File: config.mk
export PLATFORM = sky130hd
export DESIGN_NAME = service_status_display_encoder
export DESIGN_NICKNAME = d
export VERILOG_FILES = /design/src/status_display_pkg.sv /design/src/service_status_display_encoder.sv
export SDC_FILE = /design/constraint.sdc
export NUM_CORES = 1
export LEC_CHECK = 0
export BUFFER_PORTS_ARGS = -buffer_cell sky130_fd_sc_hd__buf_2
export CORE_MARGIN = 4
export CORE_UTILIZATION = 45
export CTS_CLUSTER_DIAMETER = 50
export DETAILED_ROUTE_END_ITERATION = 10
export HOLD_SLACK_MARGIN = 0.02
export SYNTH_ARGS = -nofsm -noshare
export SYNTH_HDL_FRONTEND = slang
export SYNTH_MEMORY_MAX_BITS = 65536
export SYNTH_SLANG_ARGS = --single-unit
File: constraint.sdc
create_clock -name hclk -period 8 [get_ports hclk]
set_input_delay 0 -clock hclk [delete_from_list [all_inputs] [get_ports hclk]]
set_output_delay 0 -clock hclk [all_outputs]
set_load 0.01 [all_outputs]
File: src/status_display_pkg.sv
// package: constants, codes and types for the service display encoder
package status_display_pkg;

    // bus register byte addresses
    localparam logic [7:0] ctrl_addr = 8'h00;
    localparam logic [7:0] mode_addr = 8'h04;
    localparam logic [7:0] fault_addr = 8'h08;
    localparam logic [7:0] liquid_addr = 8'h0c;
    localparam logic [7:0] discharge_addr = 8'h10;
    localparam logic [7:0] fan_addr = 8'h14;
    localparam logic [7:0] starts_addr = 8'h18;
    localparam logic [7:0] runtime_addr = 8'h1c;
    localparam logic [7:0] check_addr = 8'h20;
    localparam logic [7:0] valve_addr = 8'h24;
    localparam logic [7:0] display_addr = 8'h28;

    // ctrl register fields
    localparam int run_bit = 0;
    localparam int trip_bit = 1;
    localparam int trip_clr_bit = 2;
    localparam int opmode_lsb = 4;
    localparam int relay_lsb = 8;

    // relay weights
    localparam logic [2:0] bypass_weight = 3'h1;
    localparam logic [2:0] reverse_weight = 3'h2;
    localparam logic [2:0] comp_weight = 3'h4;

    // timing
    localparam int clk_mhz = 250;
    localparam int tick_ms = 1000;
    localparam int tick_cycles = clk_mhz * 1000 * tick_ms;

    // temperature range
    localparam logic signed [7:0] liquid_min = -8'sd39;
    localparam logic signed [7:0] liquid_max = 8'sd88;

    // glyph codes (index into segment table)
    localparam logic [4:0] g_0 = 5'h00;
    localparam logic [4:0] g_1 = 5'h01;
    localparam logic [4:0] g_a = 5'h0a;
    localparam logic [4:0] g_b = 5'h0b;
    localparam logic [4:0] g_c = 5'h0c;
    localparam logic [4:0] g_d = 5'h0d;
    localparam logic [4:0] g_e = 5'h0e;
    localparam logic [4:0] g_f = 5'h0f;
    localparam logic [4:0] g_h = 5'h10;
    localparam logic [4:0] g_u = 5'h11;
    localparam logic [4:0] g_l = 5'h12;
    localparam logic [4:0] g_minus = 5'h13;
    localparam logic [4:0] g_blank = 5'h14;

    typedef enum logic [1:0] {op_stop, op_cool, op_heat, op_defrost} opmode_t;

    // fault sources; code number in the low bits picks a check code
    typedef enum logic [3:0] {
        flt_none, flt_rx, flt_tx, flt_wire_a, flt_wire_b, flt_input,
        flt_dis_temp, flt_dis_sensor, flt_liq_sensor, flt_overcur,
        flt_high_p, flt_low_p
    } fault_t;

    typedef struct packed {
        logic [6:0] tens;
        logic [6:0] units;
    } seg_pair_t;

    typedef struct packed {
        logic [1:0] htrans;
        logic hwrite;
        logic [2:0] hsize;
        logic [7:0] haddr;
    } ahb_addr_t;

endpackage : status_display_pkg

File: src/service_status_display_encoder.sv
// service display encoder: status registers over AHB-Lite, two seven-segment digits out
// Behaviour
// - selector at 0 without trip: steady display of operation mode and relays
// - tens digit: 0 stopped, C cooling or dry, H heating, d defrost
// - units digit is relay weight sum: bypass 1, reversing 2, compressor 4
// - after protective stop blink check code; at selector 0 side digit 0 outdoor, 1 indoor replaces the code digit
// - power-on faults show E8, E9, EA, Eb and F8
// - running faults show U2, U3, U4, U6, UE and UL
// - selector switch picks the displayed item as code or number
// - liquid temperature -39..88, minus alternates with magnitude each second
// - values 100 or more alternate hundreds digit with last two digits
// - check-mode items light one segment per active abnormality flag
// - setting jumper drives the setting_mode output and display register bit 16, accepted only while stopped
`timescale 1ns/10ps
module service_status_display_encoder
    import status_display_pkg::*;
#(
    parameter int tick_len = tick_cycles
) (
    // clock and reset
    input wire logic hclk,
    input wire logic hresetn,
    // ahb-lite slave
    input wire logic hsel,
    input wire logic [31:0] haddr,
    input wire logic [1:0] htrans,
    input wire logic hwrite,
    input wire logic [2:0] hsize,
    input wire logic [31:0] hwdata,
    input wire logic hready,
    output logic hreadyout,
    output logic hresp,
    output logic [31:0] hrdata,
    // switches and jumper pins
    input wire logic [5:0] monitor_select_switch,
    input wire logic setting_mode_jumper,
    // display
    output seg_pair_t service_display,
    output logic setting_mode
);

    // segment map, bit order gfedcba
    function automatic logic [6:0] glyph(input logic [4:0] g);
        unique case (g)
            5'h00: glyph = 7'h3f;
            5'h01: glyph = 7'h06;
            5'h02: glyph = 7'h5b;
            5'h03: glyph = 7'h4f;
            5'h04: glyph = 7'h66;
            5'h05: glyph = 7'h6d;
            5'h06: glyph = 7'h7d;
            5'h07: glyph = 7'h07;
            5'h08: glyph = 7'h7f;
            5'h09: glyph = 7'h6f;
            5'h0a: glyph = 7'h77;
            5'h0b: glyph = 7'h7c;
            5'h0c: glyph = 7'h39;
            5'h0d: glyph = 7'h5e;
            5'h0e: glyph = 7'h79;
            5'h0f: glyph = 7'h71;
            5'h10: glyph = 7'h76;
            5'h11: glyph = 7'h3e;
            5'h12: glyph = 7'h38;
            5'h13: glyph = 7'h40;
            default: glyph = 7'h00;
        endcase
    endfunction : glyph

    // number 0..999 to two digits, alternating phase picks hundreds or last two
    function automatic seg_pair_t number(input logic [9:0] v, input logic phase);
        logic [9:0] hund;
        logic [9:0] rest;
        logic [9:0] tens;
        hund = v / 10'd100;
        rest = v % 10'd100;
        tens = rest / 10'd10;
        if (v >= 10'd100 && !phase) begin
            number.tens = glyph(hund[4:0]);
            number.units = glyph(g_blank);
        end else begin
            number.tens = glyph(tens[4:0]);
            number.units = glyph(5'(rest % 10'd10));
        end
    endfunction : number

    // synchronisers for pins
    logic [5:0] sw_s1_ff, sw_s2_ff;
    logic jmp_s1_ff, jmp_s2_ff;

    // registers
    logic [31:0] ctrl_ff, nxt_ctrl;
    logic [3:0] fault_ff, nxt_fault;
    logic fault_indoor_ff, nxt_fault_indoor;
    logic [7:0] liquid_ff, nxt_liquid;
    logic [7:0] discharge_ff, nxt_discharge;
    logic [9:0] fan_ff, nxt_fan;
    logic [9:0] starts_ff, nxt_starts;
    logic [9:0] runtime_ff, nxt_runtime;
    logic [15:0] check_ff, nxt_check;
    logic [9:0] valve_ff, nxt_valve;
    logic setmode_ff, nxt_setmode;

    // bus phase
    ahb_addr_t ap_ff, nxt_ap;
    logic ap_valid_ff, nxt_ap_valid;
    logic [31:0] rdata_ff, nxt_rdata;

    // tick and display
    logic [31:0] tick_cnt_ff, nxt_tick_cnt;
    logic phase_ff, nxt_phase;
    seg_pair_t disp_ff, nxt_disp;

    always_ff @(posedge hclk or negedge hresetn) begin
        if (!hresetn) begin
            sw_s1_ff <= 6'h00;
            sw_s2_ff <= 6'h00;
            jmp_s1_ff <= 1'b0;
            jmp_s2_ff <= 1'b0;
        end else begin
            sw_s1_ff <= monitor_select_switch;
            sw_s2_ff <= sw_s1_ff;
            jmp_s1_ff <= setting_mode_jumper;
            jmp_s2_ff <= jmp_s1_ff;
        end
    end

    logic wr_en;
    logic running;
    opmode_t opmode;
    logic [2:0] relays;
    assign wr_en = ap_valid_ff && ap_ff.hwrite;
    assign running = ctrl_ff[run_bit];
    assign opmode = opmode_t'(ctrl_ff[opmode_lsb +: 2]);
    assign relays = ctrl_ff[relay_lsb +: 3];

    // bus and register next values; no wait states
    always_comb begin
        nxt_ap = '{htrans: htrans, hwrite: hwrite, hsize: hsize, haddr: haddr[7:0]};
        nxt_ap_valid = hsel && hready && htrans[1];
        nxt_ctrl = ctrl_ff;
        nxt_fault = fault_ff;
        nxt_fault_indoor = fault_indoor_ff;
        nxt_liquid = liquid_ff;
        nxt_discharge = discharge_ff;
        nxt_fan = fan_ff;
        nxt_starts = starts_ff;
        nxt_runtime = runtime_ff;
        nxt_check = check_ff;
        nxt_valve = valve_ff;
        nxt_rdata = 32'h0000_0000;
        if (wr_en) begin
            unique case (ap_ff.haddr)
                ctrl_addr: nxt_ctrl = {20'h00000, 1'b0, hwdata[10:8], 2'h0, hwdata[5:4],
                                       2'h0, hwdata[1:0]};
                fault_addr: begin
                    nxt_fault = hwdata[3:0];
                    nxt_fault_indoor = hwdata[4];
                end
                liquid_addr: begin
                    // clamp to displayable range
                    if ($signed(hwdata[7:0]) < liquid_min) nxt_liquid = liquid_min;
                    else if ($signed(hwdata[7:0]) > liquid_max) nxt_liquid = liquid_max;
                    else nxt_liquid = hwdata[7:0];
                end
                discharge_addr: nxt_discharge = hwdata[7:0];
                fan_addr: nxt_fan = hwdata[9:0];
                starts_addr: nxt_starts = hwdata[9:0];
                runtime_addr: nxt_runtime = hwdata[9:0];
                check_addr: nxt_check = hwdata[15:0];
                valve_addr: nxt_valve = hwdata[9:0];
                default: ;
            endcase
            // write-one to trip_clr drops the protective stop
            if (ap_ff.haddr == ctrl_addr && hwdata[trip_clr_bit]) nxt_ctrl[trip_bit] = 1'b0;
        end
        if (nxt_ap_valid && !hwrite) begin
            unique case (haddr[7:0])
                ctrl_addr: nxt_rdata = ctrl_ff;
                mode_addr: nxt_rdata = {26'h0, sw_s2_ff};
                fault_addr: nxt_rdata = {27'h0, fault_indoor_ff, fault_ff};
                liquid_addr: nxt_rdata = {24'h0, liquid_ff};
                discharge_addr: nxt_rdata = {24'h0, discharge_ff};
                fan_addr: nxt_rdata = {22'h0, fan_ff};
                starts_addr: nxt_rdata = {22'h0, starts_ff};
                runtime_addr: nxt_rdata = {22'h0, runtime_ff};
                check_addr: nxt_rdata = {16'h0, check_ff};
                valve_addr: nxt_rdata = {22'h0, valve_ff};
                display_addr: nxt_rdata = {15'h0, setmode_ff, 2'h0, disp_ff};
                default: nxt_rdata = 32'h0000_0000;
            endcase
        end
        // jumper level only taken over while the unit is stopped
        nxt_setmode = (!running) ? jmp_s2_ff : setmode_ff;
    end

    // check code glyphs of the current fault
    function automatic seg_pair_t check_code(input logic [3:0] f);
        unique case (fault_t'(f))
            flt_rx: check_code = '{glyph(g_e), glyph(5'h08)};
            flt_tx: check_code = '{glyph(g_e), glyph(5'h09)};
            flt_wire_a: check_code = '{glyph(g_e), glyph(g_a)};
            flt_wire_b: check_code = '{glyph(g_e), glyph(g_b)};
            flt_input: check_code = '{glyph(g_f), glyph(5'h08)};
            flt_dis_temp: check_code = '{glyph(g_u), glyph(5'h02)};
            flt_dis_sensor: check_code = '{glyph(g_u), glyph(5'h03)};
            flt_liq_sensor: check_code = '{glyph(g_u), glyph(5'h04)};
            flt_overcur: check_code = '{glyph(g_u), glyph(5'h06)};
            flt_high_p: check_code = '{glyph(g_u), glyph(g_e)};
            flt_low_p: check_code = '{glyph(g_u), glyph(g_l)};
            default: check_code = '{glyph(g_0), glyph(g_0)};
        endcase
    endfunction : check_code

    // display contents, recomputed once per tick
    logic tick;
    seg_pair_t normal_view, item_view, trip_view;
    logic [7:0] liq_mag;
    always_comb begin
        tick = (tick_cnt_ff == 32'(tick_len - 1));
        nxt_tick_cnt = tick ? 32'h0000_0000 : tick_cnt_ff + 32'h0000_0001;
        nxt_phase = tick ? !phase_ff : phase_ff;
        unique case (opmode)
            op_stop: normal_view.tens = glyph(g_0);
            op_cool: normal_view.tens = glyph(g_c);
            op_heat: normal_view.tens = glyph(g_h);
            op_defrost: normal_view.tens = glyph(g_d);
        endcase
        // relay bits: [0] bypass, [1] reversing, [2] compressor
        normal_view.units = glyph({2'h0, (relays[0] ? bypass_weight : 3'h0)
                                       | (relays[1] ? reverse_weight : 3'h0)
                                       | (relays[2] ? comp_weight : 3'h0)});
        liq_mag = liquid_ff[7] ? 8'(-liquid_ff) : liquid_ff;
        // held in a variable: a member cannot be picked straight off a call
        trip_view = check_code(fault_ff);
        unique case (sw_s2_ff)
            6'h00: item_view = check_code(fault_ff);
            6'h01: begin
                if (!liquid_ff[7] && liquid_ff != 8'h00) item_view = number({2'h0, liq_mag}, 1'b1);
                else if (!phase_ff) item_view = '{glyph(g_minus), glyph(g_blank)};
                else item_view = number({2'h0, liq_mag}, 1'b1);
            end
            6'h02: item_view = number({2'h0, discharge_ff}, phase_ff);
            6'h03: item_view = number(fan_ff, phase_ff);
            6'h04: item_view = number(starts_ff, phase_ff);
            6'h05: item_view = number(runtime_ff, phase_ff);
            6'h06: item_view = '{check_ff[6:0], 7'h00};
            6'h07: item_view = '{check_ff[14:8], 7'h00};
            6'h08: item_view = number(valve_ff, phase_ff);
            default: item_view = normal_view;
        endcase
        nxt_disp = disp_ff;
        if (tick) begin
            if (ctrl_ff[trip_bit]) begin
                // blink: check code on one second, dark the next
                if (phase_ff) nxt_disp = '{glyph(g_blank), glyph(g_blank)};
                else if (sw_s2_ff == 6'h00)
                    nxt_disp = '{trip_view.tens,
                                 glyph(fault_indoor_ff ? g_1 : g_0)};
                else nxt_disp = trip_view;
            end else if (sw_s2_ff == 6'h00) nxt_disp = normal_view;
            else nxt_disp = item_view;
        end
    end

    always_ff @(posedge hclk or negedge hresetn) begin
        if (!hresetn) begin
            ctrl_ff <= 32'h0000_0000;
            fault_ff <= 4'h0;
            fault_indoor_ff <= 1'b0;
            liquid_ff <= 8'h00;
            discharge_ff <= 8'h00;
            fan_ff <= 10'h000;
            starts_ff <= 10'h000;
            runtime_ff <= 10'h000;
            check_ff <= 16'h0000;
            valve_ff <= 10'h000;
            setmode_ff <= 1'b0;
            ap_ff <= '0;
            ap_valid_ff <= 1'b0;
            rdata_ff <= 32'h0000_0000;
            tick_cnt_ff <= 32'h0000_0000;
            phase_ff <= 1'b0;
            disp_ff <= '0;
        end else begin
            ctrl_ff <= nxt_ctrl;
            fault_ff <= nxt_fault;
            fault_indoor_ff <= nxt_fault_indoor;
            liquid_ff <= nxt_liquid;
            discharge_ff <= nxt_discharge;
            fan_ff <= nxt_fan;
            starts_ff <= nxt_starts;
            runtime_ff <= nxt_runtime;
            check_ff <= nxt_check;
            valve_ff <= nxt_valve;
            setmode_ff <= nxt_setmode;
            ap_ff <= nxt_ap;
            ap_valid_ff <= nxt_ap_valid;
            rdata_ff <= nxt_rdata;
            tick_cnt_ff <= nxt_tick_cnt;
            phase_ff <= nxt_phase;
            disp_ff <= nxt_disp;
        end
    end

    assign hreadyout = 1'b1;
    assign hresp = 1'b0;
    assign hrdata = rdata_ff;
    assign service_display = disp_ff;
    assign setting_mode = setmode_ff;

endmodule : service_status_display_encoder

# Yosys cells after proc, flatten, opt, wreduce, memory -nomap -nowiden
# Memory sizes are Yosys's and may differ from the RTL's.
# Index checks and enable logic that the tools add are counted.
totals:
  ff_bits: 188
  romBits: 4728
  inputBits: 81
  elab_cells: 165
  memories: 22
memory_table:
  columns: ["name", "depth", "width", "rd", "rd_ports_with_merged_regs", "write_ports", "line", "text"]
  rows:
  - ["(no name shown)", 32, 7, 1, 0, 0, "service_status_display_encoder.sv:44", "unique case (g)"]
  - ["(no name shown)", 32, 7, 1, 0, 0, "service_status_display_encoder.sv:44", null]
  - ["(no name shown)", 32, 7, 1, 0, 0, "service_status_display_encoder.sv:44", null]
  - ["(no name shown)", 32, 7, 1, 0, 0, "service_status_display_encoder.sv:44", null]
  - ["(no name shown)", 32, 7, 1, 0, 0, "service_status_display_encoder.sv:44", null]
  - ["(no name shown)", 32, 7, 1, 0, 0, "service_status_display_encoder.sv:44", null]
  - ["16 more memories", null, null, null, null, null, null, null]
classes:
  n_addsub: 2
  div_mod_pow: 23
  n_lt_le_gt_ge: 7
  eq_ne: 30
  n_mux: 25
  bitwise: 2
  reduce_logical: 30
op_table:
  columns: ["operator", "n"]
  rows:
  - ["one-hot mux 17 bit (11 select lines)", 1]
  - ["2-to-1 mux 14 bit", 10]
  - ["one-hot mux 14 bit (8 select lines)", 1]
  - ["equality test 8 x 5 -> 1 bit (second input constant)", 8]
  - ["divider 10 x 4 -> 10 bit (second input constant)", 6]
  - ["remainder unit 10 x 4 -> 10 bit (second input constant)", 6]
  - ["divider 10 x 7 -> 10 bit (second input constant)", 4]
  - ["equality test 8 x 6 -> 1 bit (second input constant)", 5]
  - [">= comparator 10 x 7 -> 1 bit (second input constant)", 4]
  - ["remainder unit 10 x 7 -> 10 bit (second input constant)", 4]
  - ["adder 32 x 1 -> 32 bit (second input constant)", 1]
  - ["equality test 32 x 28 -> 1 bit (second input constant)", 1]
  - ["equality test 8 x 4 -> 1 bit (second input constant)", 4]
  - ["2-to-1 mux 32 bit", 1]
  - ["one-hot mux 7 bit (4 select lines)", 1]
  - ["equality test 6 x 3 -> 1 bit (second input constant)", 4]
  - ["2-to-1 mux 8 bit", 3]
  - ["remainder unit 8 x 7 -> 10 bit (second input constant)", 2]
  - ["AND reduction 2 bit", 10]
  - ["2-to-1 mux 17 bit", 1]
  - ["logical NOT 8 bit", 2]
  - ["equality test 6 x 2 -> 1 bit (second input constant)", 2]
  - ["logical AND 1 bit", 11]
  - ["divider 8 x 7 -> 10 bit (second input constant)", 1]
  - ["20 further kinds", 26]

# Logic depth before layout (Yosys ltp)
# An unclocked memory read counts as a cell.
depth:
  ltp_word: 10
  ltp_mapped: 27
  mapped_depth_nobuf: 26

# Worst setup path before layout
# Ideal clock, no wire load.
synth_timing:
  path_kind: "register to register"
  from: "reg liquid_ff[0]"
  to: "reg disp_ff (netlist bit service_display[0])"
  setup_time_ps: 128
  arrival_ps: 5725
  required_ps: 7872
  setup_slack_ps: 2148
  path_stages_with_launch: 26
  cell_sequence: "dfrtp_1 inv_1 ha_1 or3b_1 a211o_1 inv_1 ha_1 nor4_1 nand3_1 nand2_1 a211oi_2 or2_1 clkbuf_1 or3_1 a211oi_1 o21ai_1 a21boi_2 xnor2_1 ha_1 nand3_1 mux2_1 o2111a_1 a2111oi_0 o311ai_0 a2111oi_2 nor2_1"
synth_via:
  elab_chain_len: 10
  elab_cells_between_ends: 13
  cone_classes: "1 x add/sub; 2 x div; 6 x mux; 2 x reduce/logical; 2 x memory"
synth_lines:
  columns: ["element", "line", "text"]
  rows:
  - ["start: declaration", "service_status_display_encoder.sv:94", "logic [7:0] liquid_ff, nxt_liquid;"]
  - ["start signal: assignment", "service_status_display_encoder.sv:288", "liquid_ff <= nxt_liquid;"]
  - ["negator 8 bit", "service_status_display_encoder.sv:232", "liq_mag = liquid_ff[7] ? 8'(-liquid_ff) : liquid_ff;"]
  - ["2-to-1 mux 8 bit", "service_status_display_encoder.sv:232", null]
  - ["remainder unit 8 x 7 -> 10 bit", "service_status_display_encoder.sv:75", "rest = v % 10'd100;"]
  - ["remainder unit 10 x 4 -> 10 bit", "service_status_display_encoder.sv:82", "number.units = glyph(5'(rest % 10'd10));"]
  - ["memory read (32 x 7 bit)", null, null]
  - ["2-to-1 mux 14 bit", "service_status_display_encoder.sv:239", "else if (!phase_ff) item_view = '{glyph(g_minus), glyph(g_blank)};"]
  - ["2-to-1 mux 14 bit (*)", "service_status_display_encoder.sv:238", "if (!liquid_ff[7] && liquid_ff != 8'h00) item_view = number({2'h0, liq_mag}, 1'b1);"]
  - ["one-hot mux 14 bit (8 select lines) (*)", "service_status_display_encoder.sv:235", "unique case (sw_s2_ff)"]
  - ["2-to-1 mux 14 bit (*)", "service_status_display_encoder.sv:260", "end else if (sw_s2_ff == 6'h00) nxt_disp = normal_view;"]
  - ["2-to-1 mux 14 bit (*)", "service_status_display_encoder.sv:253", "if (ctrl_ff[trip_bit]) begin"]
  - ["end signal: assignment", "service_status_display_encoder.sv:301", "disp_ff <= nxt_disp;"]
  - ["end: declaration", "service_status_display_encoder.sv:111", "seg_pair_t disp_ff, nxt_disp;"]
# Mark *: on every way between the ends. The rest lies on a longest branch, timed or not.
# A chain may end at the register's enable or synchronous reset.

# Worst setup path in the final report
# Ends and elaborated chain as after synthesis.

==> impl_metrics.toml <==
[status]
status = "finished, final reports clean"

[timing]
finalCriticalPeriod_ns = 7.41
tns_ns = 0
rsz0062_at_grt = "no"
finalHoldViolCount = 0
max_slew_margin_pct = 16.2
fin_worst_skew_ns = 0.0139
worst_slew_pin_slew_ns = 1.25
max_freq_mhz = 135
final_max_slew_viol_count = 0
fin_crit_sh_pct = 92.6
setup_viol = 0
final.setup.worst_slack_ns = 0.593

[synth]
synth_top_area_cell = "dfrtp_1"
synth_top_flop_cell = "dfrtp_1"
avgSynthCellArea_um2 = 8.00
async_reset_ff_share_pct = 100
ys.warnings.count = 0
syn_inst = 2432
ys_ff_latch = 173
synth.top_cells.by_area = "dfrtp_1, ha_1, mux2_2, nor2_1, nand2_1"
synthesis.area_um2 = 19500
synth_top_area_share_pct = 22.2
ys_types = 142
yosysSeqAreaShare_pct = 22.2
synth_edf_count = 0

[critical_path]
cp.required_ns = 8.32
path_class = "reg2reg"
cp-startpoint = "liquid_ff[0]"
r2r_start = "liquid_ff[0]"
cpPeakStageDelay_ns = 0.52
critical_path.top_delay_family = "compound AO/OA/AOI/OAI gates"
path_cells = "inv_1, ha_1, or3b_1, a211o_1, inv_1, ha_1, nor4_1, nand3_1, nand2_1, and4_1, a31oi_1, a32oi_2, inv_2, a211oi_2, a21boi_2, xnor2_1, ha_1, nand3_1, mux2_1, o2111a_1, a2111oi_0, o311ai_0, a2111oi_2, nor2_1"
critPathCaptureType = "register"
cp_common_cell = "ha_1"
path_buf_inv = 3
worst_setup_path_start_kind = "register"
cp.arrival_ns = 7.73
path_max_fanout = 12
critPathSlowestCell = "dfrtp_1"

[clock_network]
clk_latency_ns = 0.45
clk_path_buf_depth = 2
cts.sinks = 173
cts_tree = "done"
cts_setup_buffers = 0
clock-root-buffer = "clkbuf_16"
numCtsBuffers = 17
clk_pin_slew_ns = 0.08
h-tree-depth = 4

[global_route]
grt_max_degree = 69
grt_pass1_vias = 18000
grt_pass1_wl_um = 104000
antenna_found_initial = 1
grt_overflow_total = 0
grtUsageTotal_pct = 27.4

[power]
p_leak_nw = 8.46
clock_power_share_pct = 23.9
irDropWorstVdd_v = 0.000262
pwr-share-seq_pct = 27.9
pwr-share-comb_pct = 48.2
power.density_nw_per_um2 = 168
p_switching_mw = 1.54
intPower_mw = 1.96
p_sw_share_pct = 43.9

[finish]
final_common_cell = "nor2_1"
n_fill_cell = 4120
final_layout_size_suffix_gt1_share_pct = 12.8
diodes = 0
mostFrequentLayoutCells = "nor2_1, nand2_1, dfrtp_1"
layout.nets = 2603
syn2layout_area_growth_pct = 6.75
fin_cells = 3002

[place]
gp_congestion = 1.01
dp_hpwl_um = 49900
dp_slack_ns = 0.739
portBuffers = 68
dp_cells = 2939

[hold_path]
hold_path_class = "in2reg"
min_from = "hwdata[4]"

[detailed_routing]
wl_um = 66800
wl_per_cell_um = 22.2
drtIter0Drc = 2143
vias_per_cell = 6.59
drcViolationCount = 0
drtPass1Iterations = 7
antenna_left = 0
vias = 19800

[floorplan]
ios = 130
die-width_um = 216
die_height_um = 216
rows = 75
core_um2 = 42300
start_util_pct = 46.0
die-area_um2 = 46700

[flow_run]
max-cap-violations = 0
[kinds of logic after synthesis]
family                     Yosys count  synth area share (%)
AOI/OAI and AO/OA                  814                  31.2
xor gates and xnor gates            61                  2.82
DFF                                173                  22.2
buffers and inverters              271                  6.31
adders and majority gates          115                  7.33
muxes                              121                  6.92
and+or+nand+nor                    875                  23.2
other                                2                0.0386
[layer usage]
metal	wire [um]	track usage, %	part of all wire, %
met3	4820	3.31	7.2
met2	29400	42.3	44
met5	13	0	0.019
met1	30100	39.8	45
met4	2470	9.62	3.7
[power by group through the flow]
stage	clock, mW	sequential, mW	combinational, mW
5_1_grt	0.881	0.980	1.87
3_3_place_gp	0	0.987	1.60
3_5_place_dp	0	0.989	1.64
2_1_floorplan	0	0.930	1.36
6_report	0.838	0.976	1.69
4_1_cts	0.844	0.972	1.66
[metrics by stage]
stage	instance area [um2]	hold slack (ns)	total power, mW	util, %
CTS	20800	0.0267	3.48	49.1
global route	20800	0.0281	3.74	49.1
floorplan	19500	-0.296	2.28	-
finish	20800	0.0538	3.50	49.1
detailed placement	19900	-0.000905	2.63	47.0
global placement	19900	-0.0110	2.59	47.0
[worst register-to-register path: stages, from the launching register on]
cell and delay [ns]:
dfrtp_1 0.52, inv_1 0.26, ha_1 0.43, or3b_1 0.45, a211o_1 0.34, inv_1 0.15
ha_1 0.25, nor4_1 0.35, nand3_1 0.15, nand2_1 0.18, and4_1 0.46, a31oi_1 0.17
a32oi_2 0.42, inv_2 0.10, a211oi_2 0.31, a21boi_2 0.34, xnor2_1 0.23, ha_1 0.33
nand3_1 0.12, mux2_1 0.32, o2111a_1 0.16, a2111oi_0 0.39, o311ai_0 0.41, a2111oi_2 0.38
nor2_1 0.07
[flip-flops by register name (all words and copies together) (netlist names)]
| signal | flops |
|---|---|
| fault_ff | 4 |
| jmp_s2_ff | 1 |
| discharge_ff | 8 |
| hrdata | 17 |
| sw_s1_ff | 6 |
| setting_mode | 1 |
| starts_ff | 10 |
| sw_s2_ff | 6 |
| valve_ff | 10 |
| liquid_ff | 8 |
| jmp_s1_ff | 1 |
| phase_ff | 1 |
| tick_cnt_ff | 32 |
| runtime_ff | 10 |
| check_ff | 16 |
| ctrl_ff | 7 |
| ap_ff | 9 |
| fan_ff | 10 |
| fault_indoor_ff | 1 |
| ap_valid_ff | 1 |
| service_display | 14 |
[cell usage after synthesis (all sizes together) (12+ instances only)]
| library cell | count |
|---|---|
| dfrtp | 173 |
| a21boi | 12 |
| and3 | 30 |
| o22ai | 20 |
| buf | 85 |
| a221oi | 30 |
| a211o | 19 |
| a21oi | 132 |
| nor2b | 29 |
| a22o | 22 |
| o221ai | 17 |
| nor3 | 87 |
| o311ai | 20 |
| xnor2 | 33 |
| a311oi | 12 |
| inv | 97 |
| o211ai | 39 |
| o31a | 20 |
| nand2 | 194 |
| o31ai | 40 |
| a32oi | 12 |
| a22oi | 30 |
| or3 | 29 |
| o21ai | 144 |
| or4 | 13 |
| a21o | 19 |
| mux2i | 34 |
| ha | 110 |
| or2 | 20 |
| nand3 | 93 |
| nand4 | 31 |
| nand2b | 30 |
| nand3b | 20 |
| nor4 | 17 |
| a211oi | 28 |
| a222oi | 16 |
| xor2 | 28 |
| nor3b | 12 |
| mux2 | 86 |
| a31oi | 44 |
| nor2 | 208 |
| and2 | 23 |
| clkbuf | 88 |
| o21a | 20 |
[area by class of cell]
| class | instances | area (um2) | area share, % |
|---|---|---|---|
| Timing Repair Buffer | 119 | 807 | 3.88 |
| Clock buffer | 18 | 429 | 2.07 |
| Clock inverter | 14 | 151 | 0.728 |
| Inverter | 98 | 370 | 1.78 |
| Sequential cell | 173 | 4330 | 20.8 |
| Tap cell | 577 | 722 | 3.47 |
| Multi-Input combinational cell | 2003 | 14000 | 67.2 |
[repair_timing]
| item | 4_1_cts | 5_1_grt |
|---|---|---|
| hold buffers | 31 | 0 |
| setup endpoints to repair | 0 | 1 |
| resized for setup | 0 | 2 |
| hold endpoints to repair | 94 | 0 |
[path summary, 6_finish.rpt]
kind | cells after the start | to | slack (ns)
worst max-delay path | 24 | service_display[0] | 0.59
min in group asynchronous | 2 | starts_ff[2] | 0.08
worst min register to register | 0 | sw_s2_ff[3] | 0.35
worst max register to register | 24 | service_display[0] | 0.59
max in group asynchronous | 4 | check_ff[4] | 5.97
worst min-delay path | 2 | liquid_ff[4] | 0.05
(Power assumes the default switching activity.)
